==> config.mk <==
export PLATFORM = sky130hd
export DESIGN_NAME = lmd_decode
export DESIGN_NICKNAME = d
export VERILOG_FILES = /design/src/core/lmd_pkg.sv /design/src/core/lmd_decode.sv /design/src/core/lmd_agen.sv
export SDC_FILE = /design/constraint.sdc
export NUM_CORES = 1
export LEC_CHECK = 0
export BUFFER_PORTS_ARGS = -buffer_cell sky130_fd_sc_hd__buf_4
export CORE_AREA = 2 2 543 545
export DETAILED_ROUTE_END_ITERATION = 8
export DIE_AREA = 0 0 545 547
export GPL_TIMING_DRIVEN = 0
export SYNTH_ARGS = -nofsm -noshare
export SYNTH_HDL_FRONTEND = slang
export SYNTH_HIERARCHICAL = 1
export SYNTH_SLANG_ARGS = --single-unit
export TNS_END_PERCENT = 20
==> constraint.sdc <==
create_clock -name CLK -period 0.9 [get_ports CLK]
set_input_delay 0.135 -clock CLK [delete_from_list [all_inputs] [get_ports CLK]]
set_output_delay 0.135 -clock CLK [all_outputs]
set_load 0.01 [all_outputs]
==> src/core/lmd_pkg.sv <==
// Package with constants and types shared by the long-mode size decoder
// Notes on behaviour
// (RULE1) Unused register-extension prefix is ignored, no fault
// (RULE2) Operand default 32; extension 64; 66h 16
// (RULE3) Code/data/extra/stack overrides become null prefixes
// (RULE4) Auxiliary segment overrides add their base
// (RULE5) 32-bit write clears upper half; narrower preserve
// (RULE6) Address default 64; 67h gives 32; no 16
// (RULE7) Displacement/immediate 32, sign-extended; move forms excepted
// (RULE8) Truncate address sum, then zero-extend to 64
// (RULE9) Pointer-relative address is displacement plus next pointer
// (RULE10) Implicit stack ops default 64, reducible to 16
// (RULE11) Near branches default 64, reducible to 16
// (RULE12) Near-branch address 64 or 32; displacement 32
// (RULE13) Long-mode gate must be 64-bit, 64-bit target
// (RULE14) Gate target from gate, code base ignored
// (RULE15) Gate stack switch: wide pointer, null selector
// (RULE16) Far return null selector: 64-bit target, level<3
// (RULE17) Task-gate transfers refused in long mode
// (RULE18) Direct far branches invalid in 64-bit sub-mode
// (RULE19) Fast call target from long or compat register
// (RULE20) Swap instruction only valid in 64-bit sub-mode
// (RULE21) Legacy fast entry/exit fault in long mode
// (RULE22) Software uses fast call/return in long mode
// (RULE23) Bad gate aborts with protection fault, no state
package lmd_pkg;
	typedef logic [1:0] lmd_size_t;
	localparam lmd_size_t SZ16 = 2'h0;
	localparam lmd_size_t SZ32 = 2'h1;
	localparam lmd_size_t SZ64 = 2'h2;

	typedef logic [2:0] lmd_seg_t;
	localparam lmd_seg_t SEG_NONE = 3'h0;
	localparam lmd_seg_t SEG_EXTRA = 3'h1;
	localparam lmd_seg_t SEG_CODE = 3'h2;
	localparam lmd_seg_t SEG_STACK = 3'h3;
	localparam lmd_seg_t SEG_DATA = 3'h4;
	localparam lmd_seg_t SEG_AUX_F = 3'h5;
	localparam lmd_seg_t SEG_AUX_G = 3'h6;

	// Opcode bytes that the decoder classifies
	localparam logic [7:0] OP_ENTER = 8'hC8;
	localparam logic [7:0] OP_LEAVE = 8'hC9;
	localparam logic [7:0] OP_POP_RM = 8'h8F;
	localparam logic [7:0] OP_PUSH_IMM32 = 8'h68;
	localparam logic [7:0] OP_PUSH_IMM8 = 8'h6A;
	localparam logic [7:0] OP_PUSHF = 8'h9C;
	localparam logic [7:0] OP_POPF = 8'h9D;
	localparam logic [7:0] OP_GRP5 = 8'hFF;
	localparam logic [7:0] OP_CALL_REL = 8'hE8;
	localparam logic [7:0] OP_JMP_REL = 8'hE9;
	localparam logic [7:0] OP_JMP_SHORT = 8'hEB;
	localparam logic [7:0] OP_RET = 8'hC3;
	localparam logic [7:0] OP_RET_IMM = 8'hC2;
	localparam logic [7:0] OP_CALL_FAR_DIR = 8'h9A;
	localparam logic [7:0] OP_JMP_FAR_DIR = 8'hEA;
	localparam logic [7:0] OP_ESC_GRP7 = 8'h01;
	localparam logic [7:0] OP_ESC_FASTCALL = 8'h05;
	localparam logic [7:0] OP_ESC_ENTRY = 8'h34;
	localparam logic [7:0] OP_ESC_EXIT = 8'h35;
	localparam logic [7:0] OP_ESC_PUSH_AF = 8'hA0;
	localparam logic [7:0] OP_ESC_POP_AF = 8'hA1;
	localparam logic [7:0] OP_ESC_PUSH_AG = 8'hA8;
	localparam logic [7:0] OP_ESC_POP_AG = 8'hA9;
	localparam logic [2:0] GRP5_CALL = 3'h2;
	localparam logic [2:0] GRP5_JMP = 3'h4;
	localparam logic [2:0] GRP5_PUSH = 3'h6;
	localparam logic [2:0] GRP7_SWAP = 3'h7;

	// Gate descriptor type codes; plain defaults, adjust to the descriptor unit
	localparam logic [3:0] GATE_CALL64 = 4'hC;
	localparam logic [3:0] GATE_TASK = 4'h5;
	localparam logic [1:0] LVL_USER = 2'h3;
endpackage

==> src/core/lmd_decode.sv <==
// Long-mode instruction size decoder and control-transfer checker
`timescale 1ns/1ns
module lmd_decode
	import lmd_pkg::*;
#(
	parameter int DISP_W = 32
)(
	input wire logic CLK,
	input wire logic ARST_N,
	// Operating mode
	input wire logic LONG_ACTIVE,
	input wire logic CS_LONG,
	input wire logic CS_DEFAULT32,
	// Decoded instruction from fetch
	input wire logic INSN_VALID,
	input wire logic ESC_0F,
	input wire logic [7:0] OPCODE,
	input wire logic [1:0] MODRM_MOD,
	input wire logic [2:0] MODRM_REG,
	input wire logic [2:0] MODRM_RM,
	input wire logic REG_EXT_PRESENT,
	input wire logic REG_EXT_W,
	input wire logic [2:0] REG_EXT_RXB,
	input wire logic PFX_OPSIZE,
	input wire logic PFX_ADDRSIZE,
	input wire lmd_seg_t PFX_SEG,
	input wire logic [DISP_W-1:0] DISP,
	input wire logic [63:0] DISP_WIDE,
	input wire logic DISP_IS_WIDE,
	input wire logic [DISP_W-1:0] IMM,
	input wire logic [63:0] IMM_WIDE,
	input wire logic IMM_IS_WIDE,
	input wire logic [63:0] NEXT_IP,
	input wire logic [63:0] BASE_VAL,
	input wire logic [63:0] INDEX_VAL,
	input wire logic [1:0] SCALE,
	input wire logic HAS_BASE,
	input wire logic HAS_INDEX,
	input wire logic [63:0] AUX_F_BASE,
	input wire logic [63:0] AUX_G_BASE,
	// Fast call target registers
	input wire logic [63:0] LONG_CALL_TGT,
	input wire logic [63:0] COMPAT_CALL_TGT,
	input wire logic [31:0] LEGACY_CALL_TGT,
	// Register write-back
	input wire logic WB_VALID,
	input wire lmd_size_t WB_SIZE,
	input wire logic WB_BYTE,
	input wire logic [63:0] WB_DATA,
	input wire logic [63:0] WB_OLD,
	// Far transfer through a gate
	input wire logic GATE_VALID,
	input wire logic [3:0] GATE_TYPE,
	input wire logic [63:0] GATE_OFFSET,
	input wire logic TGT_CS_LONG,
	input wire logic TGT_CS_DEFAULT32,
	input wire logic PRIV_CHANGE,
	input wire logic [1:0] NEW_PRIV,
	input wire logic [63:0] TASK_BLOCK_SP,
	// Far return
	input wire logic FRET_VALID,
	input wire logic FRET_SS_NULL,
	input wire logic FRET_TGT_LONG,
	input wire logic [1:0] FRET_TGT_PRIV,
	// Decode results
	output logic DEC_VALID,
	output lmd_size_t DEC_OPSIZE,
	output lmd_size_t DEC_ADDRSIZE,
	output logic [3:0] DEC_REG_IDX,
	output logic [3:0] DEC_RM_IDX,
	output logic [63:0] DEC_IMM,
	output logic [63:0] DEC_LIN_ADDR,
	output logic DEC_STACK_OP,
	output logic DEC_NEAR_BRANCH,
	output logic DEC_UD_FAULT,
	output logic [63:0] DEC_FASTCALL_TGT,
	// Write-back result
	output logic WB_OUT_VALID,
	output logic [63:0] WB_OUT_DATA,
	// Gate transfer result
	output logic GATE_DONE,
	output logic GATE_GP_FAULT,
	output logic GATE_COMMIT,
	output logic [63:0] GATE_TARGET,
	output logic GATE_SWITCH_STACK,
	output logic [63:0] GATE_NEW_SP,
	output logic [15:0] GATE_NEW_SS,
	output logic GATE_PUSH_WIDE,
	output logic GATE_COPY_PARAMS,
	// Far return result
	output logic FRET_DONE,
	output logic FRET_GP_FAULT
);
	// Refuse widths the sign extension below cannot serve
	if (DISP_W < 8 || DISP_W > 32) begin : g_bad_disp_w
		$error("lmd_decode: DISP_W must lie in 8..32");
	end

	// Implicit stack-pointer users, near and far branches excluded
	function automatic logic is_stack_op(input logic esc, input logic [7:0] op,
		input logic [2:0] reg_f);
		logic r;
		r = 1'b0;
		if (esc) begin
			r = (op == OP_ESC_PUSH_AF) || (op == OP_ESC_POP_AF) ||
				(op == OP_ESC_PUSH_AG) || (op == OP_ESC_POP_AG);
		end else begin
			r = (op == OP_ENTER) || (op == OP_LEAVE) || (op == OP_PUSHF) ||
				(op == OP_POPF) || (op == OP_PUSH_IMM32) || (op == OP_PUSH_IMM8) ||
				(op[7:4] == 4'h5) || ((op == OP_POP_RM) && (reg_f == 3'h0)) ||
				((op == OP_GRP5) && (reg_f == GRP5_PUSH));
		end
		return r;
	endfunction

	// Near calls, jumps, conditional jumps, loops and near returns
	function automatic logic is_near_br(input logic esc, input logic [7:0] op,
		input logic [2:0] reg_f);
		logic r;
		r = 1'b0;
		if (esc) begin
			r = (op[7:4] == 4'h8);
		end else begin
			r = (op == OP_CALL_REL) || (op == OP_JMP_REL) || (op == OP_JMP_SHORT) ||
				(op == OP_RET) || (op == OP_RET_IMM) || (op[7:4] == 4'h7) ||
				(op[7:2] == 6'b111000 && op[1:0] != 2'h3) ||
				((op == OP_GRP5) && (reg_f == GRP5_CALL || reg_f == GRP5_JMP));
		end
		return r;
	endfunction

	// Sign extension of a short field to 64 bits
	function automatic logic [63:0] sext(input logic [DISP_W-1:0] v);
		return {{(64 - DISP_W){v[DISP_W-1]}}, v};
	endfunction

	logic mode64;
	logic stack_op;
	logic near_br;
	logic wide_move;
	logic ptr_rel;
	lmd_size_t next_opsize;
	lmd_size_t next_addrsize;
	lmd_size_t agen_size;
	logic [63:0] seg_base;
	logic [63:0] agen_base;
	logic [63:0] agen_index;
	logic [63:0] agen_disp;
	logic next_ud;
	logic [63:0] next_fastcall;

	assign mode64 = LONG_ACTIVE && CS_LONG;
	assign stack_op = is_stack_op(ESC_0F, OPCODE, MODRM_REG);
	assign near_br = is_near_br(ESC_0F, OPCODE, MODRM_REG);
	// Only the offset-move and register-immediate move forms carry wide fields
	assign wide_move = mode64 && !ESC_0F && (OPCODE[7:2] == 6'b101000 ||
		OPCODE[7:3] == 5'b10111); // see (RULE7)
	assign ptr_rel = mode64 && (MODRM_MOD == 2'h0) && (MODRM_RM == 3'h5);

	// Operand size; the extension prefix only matters through its W bit
	always_comb begin
		if (mode64) begin
			if (stack_op || near_br) begin
				// Reducible to 16 only; 32 never reachable here
				next_opsize = (PFX_OPSIZE && !REG_EXT_W) ? SZ16 : SZ64; // see (RULE10) (RULE11)
			end else if (REG_EXT_W) begin
				next_opsize = SZ64; // see (RULE2)
			end else begin
				next_opsize = PFX_OPSIZE ? SZ16 : SZ32; // see (RULE2)
			end
		end else begin
			next_opsize = (CS_DEFAULT32 ^ PFX_OPSIZE) ? SZ32 : SZ16;
		end
	end

	// Address size; in 64-bit code stack references ignore the address-size prefix
	always_comb begin
		if (mode64) begin
			next_addrsize = PFX_ADDRSIZE ? SZ32 : SZ64; // see (RULE6) (RULE12)
		end else begin
			next_addrsize = (CS_DEFAULT32 ^ PFX_ADDRSIZE) ? SZ32 : SZ16;
		end
		agen_size = (mode64 && stack_op) ? SZ64 : next_addrsize;
	end

	// Segment base; in 64-bit code the flat segments act as null prefixes
	always_comb begin
		case (PFX_SEG)
			SEG_AUX_F: seg_base = AUX_F_BASE; // see (RULE4)
			SEG_AUX_G: seg_base = AUX_G_BASE; // see (RULE4)
			default: seg_base = 64'h0; // see (RULE3)
		endcase
	end

	// Address operands for the adder
	always_comb begin
		agen_base = HAS_BASE ? BASE_VAL : 64'h0;
		agen_index = HAS_INDEX ? INDEX_VAL : 64'h0;
		if (ptr_rel) begin
			agen_base = NEXT_IP; // see (RULE9)
			agen_index = 64'h0;
		end
		// A wide displacement offered on any other form is ignored; DISP is sign-extended
		agen_disp = (DISP_IS_WIDE && wide_move) ? DISP_WIDE : sext(DISP); // see (RULE7)
	end

	// Invalid-opcode cases; an unused extension prefix never faults
	always_comb begin
		next_ud = 1'b0; // see (RULE1)
		if (mode64 && !ESC_0F && (OPCODE == OP_CALL_FAR_DIR || OPCODE == OP_JMP_FAR_DIR)) begin
			next_ud = 1'b1; // see (RULE18)
		end
		if (ESC_0F && OPCODE == OP_ESC_GRP7 && MODRM_MOD == 2'h3 &&
			MODRM_REG == GRP7_SWAP && MODRM_RM == 3'h0 && !mode64) begin
			next_ud = 1'b1; // see (RULE20)
		end
		if (LONG_ACTIVE && ESC_0F && (OPCODE == OP_ESC_ENTRY || OPCODE == OP_ESC_EXIT)) begin
			next_ud = 1'b1; // see (RULE21)
		end
	end

	// Fast call target: the legacy register keeps its 32-bit width
	always_comb begin
		if (!LONG_ACTIVE) begin
			next_fastcall = {32'h0, LEGACY_CALL_TGT};
		end else if (mode64) begin
			next_fastcall = LONG_CALL_TGT; // see (RULE19)
		end else begin
			next_fastcall = COMPAT_CALL_TGT; // see (RULE19)
		end
	end

	// Address adder, registered in step with the decode outputs
	lmd_agen u_agen (
		.clk(CLK),
		.arst_n(ARST_N),
		.en(INSN_VALID),
		.base(agen_base),
		.index(agen_index),
		.scale(SCALE),
		.disp(agen_disp),
		.seg_base(seg_base),
		.addr_sz(agen_size),
		.lin_trunc32(!mode64),
		.lin_addr(DEC_LIN_ADDR)
	);

	// Decode result registers; all but DEC_VALID held between valid instructions
	always_ff @(posedge CLK or negedge ARST_N) begin
		if (!ARST_N) begin
			DEC_VALID <= 1'b0;
			DEC_OPSIZE <= SZ32;
			DEC_ADDRSIZE <= SZ64;
			DEC_REG_IDX <= 4'h0;
			DEC_RM_IDX <= 4'h0;
			DEC_IMM <= 64'h0;
			DEC_STACK_OP <= 1'b0;
			DEC_NEAR_BRANCH <= 1'b0;
			DEC_UD_FAULT <= 1'b0;
			DEC_FASTCALL_TGT <= 64'h0;
		end else begin
			DEC_VALID <= INSN_VALID;
			if (INSN_VALID) begin
				DEC_OPSIZE <= next_opsize;
				DEC_ADDRSIZE <= agen_size;
				// Extension bits only reach the register index in 64-bit code
				DEC_REG_IDX <= {mode64 && REG_EXT_PRESENT && REG_EXT_RXB[2], MODRM_REG}; // see (RULE1)
				DEC_RM_IDX <= {mode64 && REG_EXT_PRESENT && REG_EXT_RXB[0], MODRM_RM}; // see (RULE1)
				DEC_IMM <= (IMM_IS_WIDE && wide_move && REG_EXT_W) ? IMM_WIDE : sext(IMM); // see (RULE7)
				DEC_STACK_OP <= mode64 && stack_op;
				DEC_NEAR_BRANCH <= near_br;
				DEC_UD_FAULT <= next_ud;
				DEC_FASTCALL_TGT <= next_fastcall;
			end
		end
	end

	// Write-back merge; byte and halfword writes keep untouched upper bits
	always_ff @(posedge CLK or negedge ARST_N) begin
		if (!ARST_N) begin
			WB_OUT_VALID <= 1'b0;
			WB_OUT_DATA <= 64'h0;
		end else begin
			WB_OUT_VALID <= WB_VALID;
			if (WB_VALID) begin
				if (WB_BYTE) begin
					WB_OUT_DATA <= {WB_OLD[63:8], WB_DATA[7:0]}; // see (RULE5)
				end else begin
					case (WB_SIZE)
						SZ16: WB_OUT_DATA <= {WB_OLD[63:16], WB_DATA[15:0]}; // see (RULE5)
						SZ32: WB_OUT_DATA <= {32'h0, WB_DATA[31:0]}; // see (RULE5)
						default: WB_OUT_DATA <= WB_DATA;
					endcase
				end
			end
		end
	end

	// Gate checks; a failed check suppresses every state-changing output
	logic gate_bad;
	assign gate_bad = LONG_ACTIVE && ((GATE_TYPE == GATE_TASK) || // see (RULE17)
		(GATE_TYPE != GATE_CALL64) || !TGT_CS_LONG || TGT_CS_DEFAULT32); // see (RULE13)

	// Gate transfer result, one cycle after the request
	always_ff @(posedge CLK or negedge ARST_N) begin
		if (!ARST_N) begin
			GATE_DONE <= 1'b0;
			GATE_GP_FAULT <= 1'b0;
			GATE_COMMIT <= 1'b0;
			GATE_TARGET <= 64'h0;
			GATE_SWITCH_STACK <= 1'b0;
			GATE_NEW_SP <= 64'h0;
			GATE_NEW_SS <= 16'h0;
			GATE_PUSH_WIDE <= 1'b0;
			GATE_COPY_PARAMS <= 1'b0;
		end else begin
			GATE_DONE <= GATE_VALID;
			GATE_GP_FAULT <= GATE_VALID && gate_bad; // see (RULE23)
			GATE_COMMIT <= GATE_VALID && !gate_bad; // see (RULE23)
			// Parameter copy is never offered in long mode
			GATE_COPY_PARAMS <= 1'b0; // see (RULE15)
			if (GATE_VALID && !gate_bad) begin
				// Target code-segment base plays no part in the target
				GATE_TARGET <= GATE_OFFSET; // see (RULE14)
				GATE_SWITCH_STACK <= PRIV_CHANGE;
				GATE_PUSH_WIDE <= LONG_ACTIVE; // see (RULE15)
				if (PRIV_CHANGE) begin
					GATE_NEW_SP <= TASK_BLOCK_SP; // see (RULE15)
					GATE_NEW_SS <= {14'h0, NEW_PRIV}; // see (RULE15)
				end
			end else begin
				GATE_SWITCH_STACK <= 1'b0;
			end
		end
	end

	// Far return: in long mode a null stack selector is legal only toward privileged 64-bit code
	always_ff @(posedge CLK or negedge ARST_N) begin
		if (!ARST_N) begin
			FRET_DONE <= 1'b0;
			FRET_GP_FAULT <= 1'b0;
		end else begin
			FRET_DONE <= FRET_VALID;
			FRET_GP_FAULT <= FRET_VALID && FRET_SS_NULL && LONG_ACTIVE &&
				!(FRET_TGT_LONG && FRET_TGT_PRIV < LVL_USER); // see (RULE16)
		end
	end
endmodule // lmd_decode

==> src/core/lmd_agen.sv <==
// Address adder: sum, truncation to address size, zero extension, segment base
`timescale 1ns/1ns
module lmd_agen
	import lmd_pkg::*;
(
	input wire logic clk,
	input wire logic arst_n,
	input wire logic en,
	input wire logic [63:0] base,
	input wire logic [63:0] index,
	input wire logic [1:0] scale,
	input wire logic [63:0] disp,
	input wire logic [63:0] seg_base,
	input wire lmd_size_t addr_sz,
	input wire logic lin_trunc32,
	output logic [63:0] lin_addr
);
	logic [63:0] sum;
	logic [63:0] ea;
	logic [63:0] lin;

	// Raw sum wraps at 64 bits before it is cut to the address size
	always_comb begin
		sum = base + (index << scale) + disp;
		case (addr_sz)
			SZ16: ea = {48'h0, sum[15:0]}; // see (RULE8)
			SZ32: ea = {32'h0, sum[31:0]}; // see (RULE8)
			default: ea = sum;
		endcase
		lin = ea + seg_base; // see (RULE4)
		// Compatibility code sees only the low half of an auxiliary base
		if (lin_trunc32) begin
			lin = {32'h0, lin[31:0]};
		end
	end

	// Result register
	always_ff @(posedge clk or negedge arst_n) begin
		if (!arst_n) begin
			lin_addr <= 64'h0;
		end else if (en) begin
			lin_addr <= lin;
		end
	end
endmodule // lmd_agen

# == After elaboration in Yosys (flattened, before gate mapping) ==
# Index checks and enable logic that the tools add are counted.
# W data, S select, Z words.
# word_totals
elab_cells,170
reg_bits,410
# classes
n_shift,1
order_cmp,1
add_sub_neg,3
n_mux,29
n_reduce_logical,70
n_eq_ne,41
bitwise,2
# ops
operator,n
$mux W64,10
$pmux W64 S2,3
$add A64 B64 Y64,3
$eq A8 B8 Y1 const B,17
$shl A64 B2 Y64,1
$logic_and A1 B1 Y1,32
$logic_or A1 B1 Y1,26
$eq A3 B3 Y1 const B,6
$eq A8 B6 Y1 const B,2
$eq A8 B7 Y1 const B,2
$mux W2,7
$eq A4 B3 Y1 const B,3
$eq A6 B6 Y1 const B,2
$mux W1,9
$eq A8 B1 Y1 const B,1
$logic_not A1 Y1,6
$logic_not A2 Y1,3
$logic_not A3 Y1,2
$eq A5 B5 Y1 const B,1
$eq A2 B1 Y1 const B,2
$eq A4 B4 Y1 const B,1
$ne A4 B4 Y1 const B,1
$eq A3 B2 Y1 const B,1
$eq A2 B2 Y1 const B,1
4 further kinds,5

# == Longest topological paths before layout ==
# depth
ltp_word,16
depth_mapped,38
ltp_nobuf,33

# == Modules after synthesis ==
# The synthesis kept the hierarchy.
# modules_own_cells
module,seq_area_each_um2,cells_per_inst,instances,area_per_inst_um2
lmd_decode,8660.8,1841,1,17759.5
lmd_agen,1601.5,1465,1,12949.9

# == Least setup slack after synthesis ==
# No wires, ideal clock.
# synth_path
path_kind,input -> register
start,input port LONG_ACTIVE
end,register u_agen.lin_addr[56]
t_arrival_ns,6.693
cell_stages,35
setup_ns,0.122
setup_slack_ns,-5.915
required_ns,0.778
path_cell_list,buf_2 -> and2_1 -> buf_2 -> nand3_1 -> clkbuf_1 -> clkbuf_1 -> and3_1 -> mux2i_1 -> or2_2 -> fa_1 -> inv_1 -> ha_1 -> inv_1 -> fa_1 -> nor2b_1 -> o21bai_1 -> a21oi_1 -> o21bai_1 -> a21oi_1 -> o21ai_0 -> a211oi_1 -> o2111ai_1 -> and3_1 -> nor3_1 -> ha_1 -> a21oi_1 -> o21ai_0 -> a21oi_1 -> o21ai_1 -> a221oi_1 -> o21ai_1 -> o211ai_2 -> a211oi_1 -> or4_1 -> a32o_1
# synth_between
elab_chain_cells,10
elab_cells_between_ends,20
cone_classes,add/sub: 3; eq/ne: 1; shift: 1; mux: 7; reduce/logical: 8
# synth_rtl
item,line_no,rtl
from (decl),lmd_decode.sv:11,"input wire logic LONG_ACTIVE,"
$logic_and A1 B1 Y1,lmd_decode.sv:152,assign mode64 = LONG_ACTIVE && CS_LONG;
$logic_and A1 B1 Y1 (2 in series),lmd_decode.sv:158,assign ptr_rel = mode64 && (MODRM_MOD == 2'h0) && (MODRM_RM == 3'h5);
$mux W64,lmd_decode.sv:199,if (ptr_rel) begin
named net agen_index[1],lmd_decode.sv:147,logic [63:0] agen_index;
$shl A64 B2 Y64,lmd_agen.sv:24,sum = base + (index << scale) + disp;
$add A64 B64 Y64 (2 in series),lmd_agen.sv:24,
$pmux W64 S2,lmd_agen.sv:25,case (addr_sz)
$add A64 B64 Y64,lmd_agen.sv:30,lin = ea + seg_base;
$mux W64,lmd_agen.sv:32,if (lin_trunc32) begin
to (signal assigned),lmd_agen.sv:42,lin_addr <= lin;
to (decl),lmd_agen.sv:16,output logic [63:0] lin_addr
# The timed path passes the listed nets, and every way through them passes these cells.
# A chain may end at the register's enable or synchronous reset.

# == Final worst setup path ==
# Ends and elaborated chain as after synthesis.

==> metrics.md <==
| Metric | Value |
|---|---|
| Die W | 545 um |
| CP Capture Type | flop |
| Reg clk slew, reported paths | around 70 ps |
| CP max stage cell | or4_1 |
| Distinct cells, synth | 99 |
| First-pass GRT wire length | 324900 um |
| Vias per cell | 3.787 |
| Vias in the first global route | ~36k |
| Dpl cells | 8625 |
| Worst-Skew Late Latency | 680 ps |
| Setup WS post-layout | -5853 ps |
| Status | finished with violations |
| Post-synthesis instance total | roughly 3.3k |
| Fin. Hold Viols | slightly below 200 |
| Most Used Layer, Global Route | met2 |
| Most used DFF post-synth | dfrtp_1 |
| Unrepaired setup endpoints after global routing | yes |
| GRT met3 Usage | 4.308% |
| Nature of the critical path startpoint | input port |
| FMAX | approximately 150 MHz |
| Worst VDD drop | 1.361 mV |
| Worst clock skew | 0 ps |
| Number of synthesized flops with an enable pin | 0 |
| Met1 Track Usage GR | between 10% and 20% |
| Die Span Y | 547 um |
| Crit Path Max Fanout | 10 |
| WL final | ~260000 um |
| Register area | about 0.010 sq mm |
| Top post-synthesis cells by count | dfrtp_1 (408), nand2_1 (388), a21oi_1 (346), nor2_1 (257), mux2_2 (206) |
| Leak Pwr | roughly 25 nW |
| WHS | -578.9 ps |
| Clk buf depth | 3 |
| Slew margin rel. | between 2 and 3% |
| Initial Util | 10.50% |
| Die ar. | ~0.3 sq mm |
| IO buf count | roughly 1.4k |
| XOR/XNOR Fraction of Synth Area | between 3 and 4% |
| CTS tree | yes |
| Placed wire-length estimate | between 200000 and 250000 um |
| Min Tclk post-route | between 6000 and 7000 ps |
| Final setup fails | 848 |
| PwrDens | 1492 mW/mm^2 |
| CTS Root Cell | clkbuf_16 |
| Seq/Total Area, Yosys | 33.42% |
| Met2 Use GR | 28.21% |
| Rows | 199 |
| Main combinational cell family by area after synthesis | compound AO/OA/AOI/OAI gates |
| Max-cap violations | 0 |
| DRC errors left | 0 |
| Number of buffers created by CTS | 44 |
| Period utilization | 750.3% |
| Largest net degree at the start of global routing | 103 |
| Synth area leaders | dfrtp_1 (33%), mux2_2 (7.6%), a21oi_1 (5.6%), ha_1 (5.1%), nand2_1 (4.7%) |
| Data required time of the critical path | 1440 ps |
| Core area | between 0.2 and 0.3 sq mm |
| Syn avg cell area | 9.289 sq um |
| Routed vias | around 36k |
| Initial DRC Count | 2488 |
| Largest area contributor in the netlist | dfrtp_1 |
| Failing checks | negative hold slack, negative setup slack |
| Synth Area in Compound Gates | 18.28% |
| Area of the multi-input gates | roughly 0.022 sq mm |
| DR WL/cell | 27.27 um |
| GRT overflow | 0 |
| Simple-Gate Fraction of Synth Area | between 10% and 20% |
| Slew Viols, Final | 0 |
| Worst Max-Slew Pin Slew | 1461 ps |
| Synth warn | 6 |
| RD Place Congestion | 0.9683 |
| Layout cell share with drive strength beyond 1 | 43.08% |
| Critical path class | input port to flop |
| Layout area overhead | 85.34% |
| Drt pass-1 iters | 5 |
| Final Non-Filler Cells | 9395 |
| Seq cells post-synth | between 400 and 500 |
| Mux contribution to synthesized area | 16.03% |
| Yosys top cell area share | roughly a third |
| Adder-Cell Fraction of Synth Area | 9.330% |
| Post-Syn Area | 0.03071 sq mm |
| Final Net Count | 6528 |
| Total track usage | 16.31% |
| # fillers | 32.21k |
| Initial antenna violation count | about 160 |
| Post-layout util | between 10% and 20% |
| Asr flop ratio synth | 100.0% |
| Most frequent cell after synthesis | dfrtp_1 |
| Max incr delay on CP | 530 ps |
| Number of H-tree levels | 2 |
| Critical Path AT | 7300 ps |
| ANT nets after route | 0 |
| CTS Sinks | 410 |
| HP Class | input port to asynchronous set/reset pin |
| Num ports | 1411 |
## worst paths after layout
kind                                          start                  end  slack [ps]  cells after the start
max in group asynchronous                    ARST_N  u_agen/lin_addr[22]         -20                      3
min in group CLK                       GATE_TYPE[1]        GATE_GP_FAULT           0                      4
worst min register to register  u_agen/lin_addr[25]  u_agen/lin_addr[25]         490                      2
worst min-delay path                         ARST_N      GATE_TARGET[54]        -580                      1
worst max-delay path                    LONG_ACTIVE  u_agen/lin_addr[56]       -5850                     34
worst max register to register        DEC_OPSIZE[0]        DEC_OPSIZE[0]          10                      3
## timing repair
item | in CTS | in global routing
gates resized for setup | 313 | 199
pin swaps | 101 | 110
endpoints found under the setup margin | 808 | 979
buffers inserted | 55 | 41
hold buffers | 520 | 1
cloned | 1 | 0
endpoints found under the hold margin | 579 | 107
## kinds of logic (layout without fill, tap and decap cells)
family          after synthesis  count (layout)
xor+xnor                    107             107
fa+ha+maj                   190             190
other cells                   1             106
flops                       410             410
buf+inv                     354            2419
simple gates               1000            1000
compound gates              853             853
mux                         391             391
## metal layers
layer | wire length (um) | part of all wire, % | vias up
met5 | 310 | 0.12 | -
met4 | 17660 | 6.9 | 48
met3 | 20870 | 8.1 | 456
met2 | 122700 | 48 | 1850
met1 | 94650 | 37 | 17070
li1 | - | - | 16160
## power breakdown
part / leakage [nW] / internal [mW] / switching [mW] / total (mW)
Sequential: 4.88 / 21.2 / 1.70 / 22.9
Clock: 0.738 / 10.9 / 9.06 / 20.0
Combinational: 19.7 / 18.8 / 23.2 / 42.0
## area by class of cell
type                    count  share of cell area [%]
diodes                     91                  0.4001
well taps                3919                   8.615
repair buffers           2003                   29.16
clock buffers              57                   2.181
flip-flops and latches    410                   18.03
plain buffers             236                   2.596
clock inverters            22                  0.4660
multi-input cells        2556                   37.86
inverters                 101                  0.6969
## critical path: cells and delay by family
family / cells / cell delay, ps
multiplexers: 1 / 470
AND/OR/NAND/NOR: 8 / 1630
XOR/XNOR: 1 / 240
adder cells (fa/ha/maj): 3 / 1070
AO/OA/AOI/OAI: 13 / 2490
buffers and inverters: 8 / 1190
## cell usage in the layout (no fill, tap or decap), drive strengths merged, types with 14 or more instances in the layout
cell type	Yosys	routed
nand2	388	388
nand2b	17	17
nand3	99	99
a211oi	15	15
buf	91	1573
a22o	84	84
nor2b	14	14
and3	81	81
a22oi	34	34
nor2	258	258
conb	1	15
dlygate4sd3	0	520
nand4	47	47
or3	14	14
diode	0	91
clkbuf	162	202
inv	100	101
fa	65	65
mux2i	125	125
mux2	206	206
mux4	60	60
xnor2	66	66
a31oi	22	22
o21ai	82	82
nor3	22	22
o21bai	28	28
dfrtp	408	408
a21oi	348	348
a21o	96	96
clkinv	1	15
xor2	41	41
o22ai	36	36
ha	125	125
## flip-flops by register name, summed over array words and instances, names as in the netlist, 2 cells and up
register / cells
DEC_REG_IDX: 4
DEC_OPSIZE: 2
GATE_NEW_SS: 2
GATE_TARGET: 64
DEC_IMM: 64
DEC_FASTCALL_TGT: 64
GATE_NEW_SP: 64
u_agen/lin_addr: 64
WB_OUT_DATA: 64
DEC_RM_IDX: 4
DEC_ADDRSIZE: 2
## per-stage QoR
step	TNS [ps]	hold slack, ps	setup slack, ps	power (mW)	instance area [sq um]
2_1_floorplan	-491850	-160.6	-5440	40.16	31440
4_1_cts	-710560	-617.3	-5787	84.38	55470
3_5_place_dp	-1072750	118.5	-8453	59.11	46880
5_1_grt	-754800	-560.6	-6011	89.35	56830
3_3_place_gp	-3235510	258.4	-8986	58.80	46690
6_report	-703140	-578.9	-5853	84.89	56920
Power figures use the tool's default switching activity.
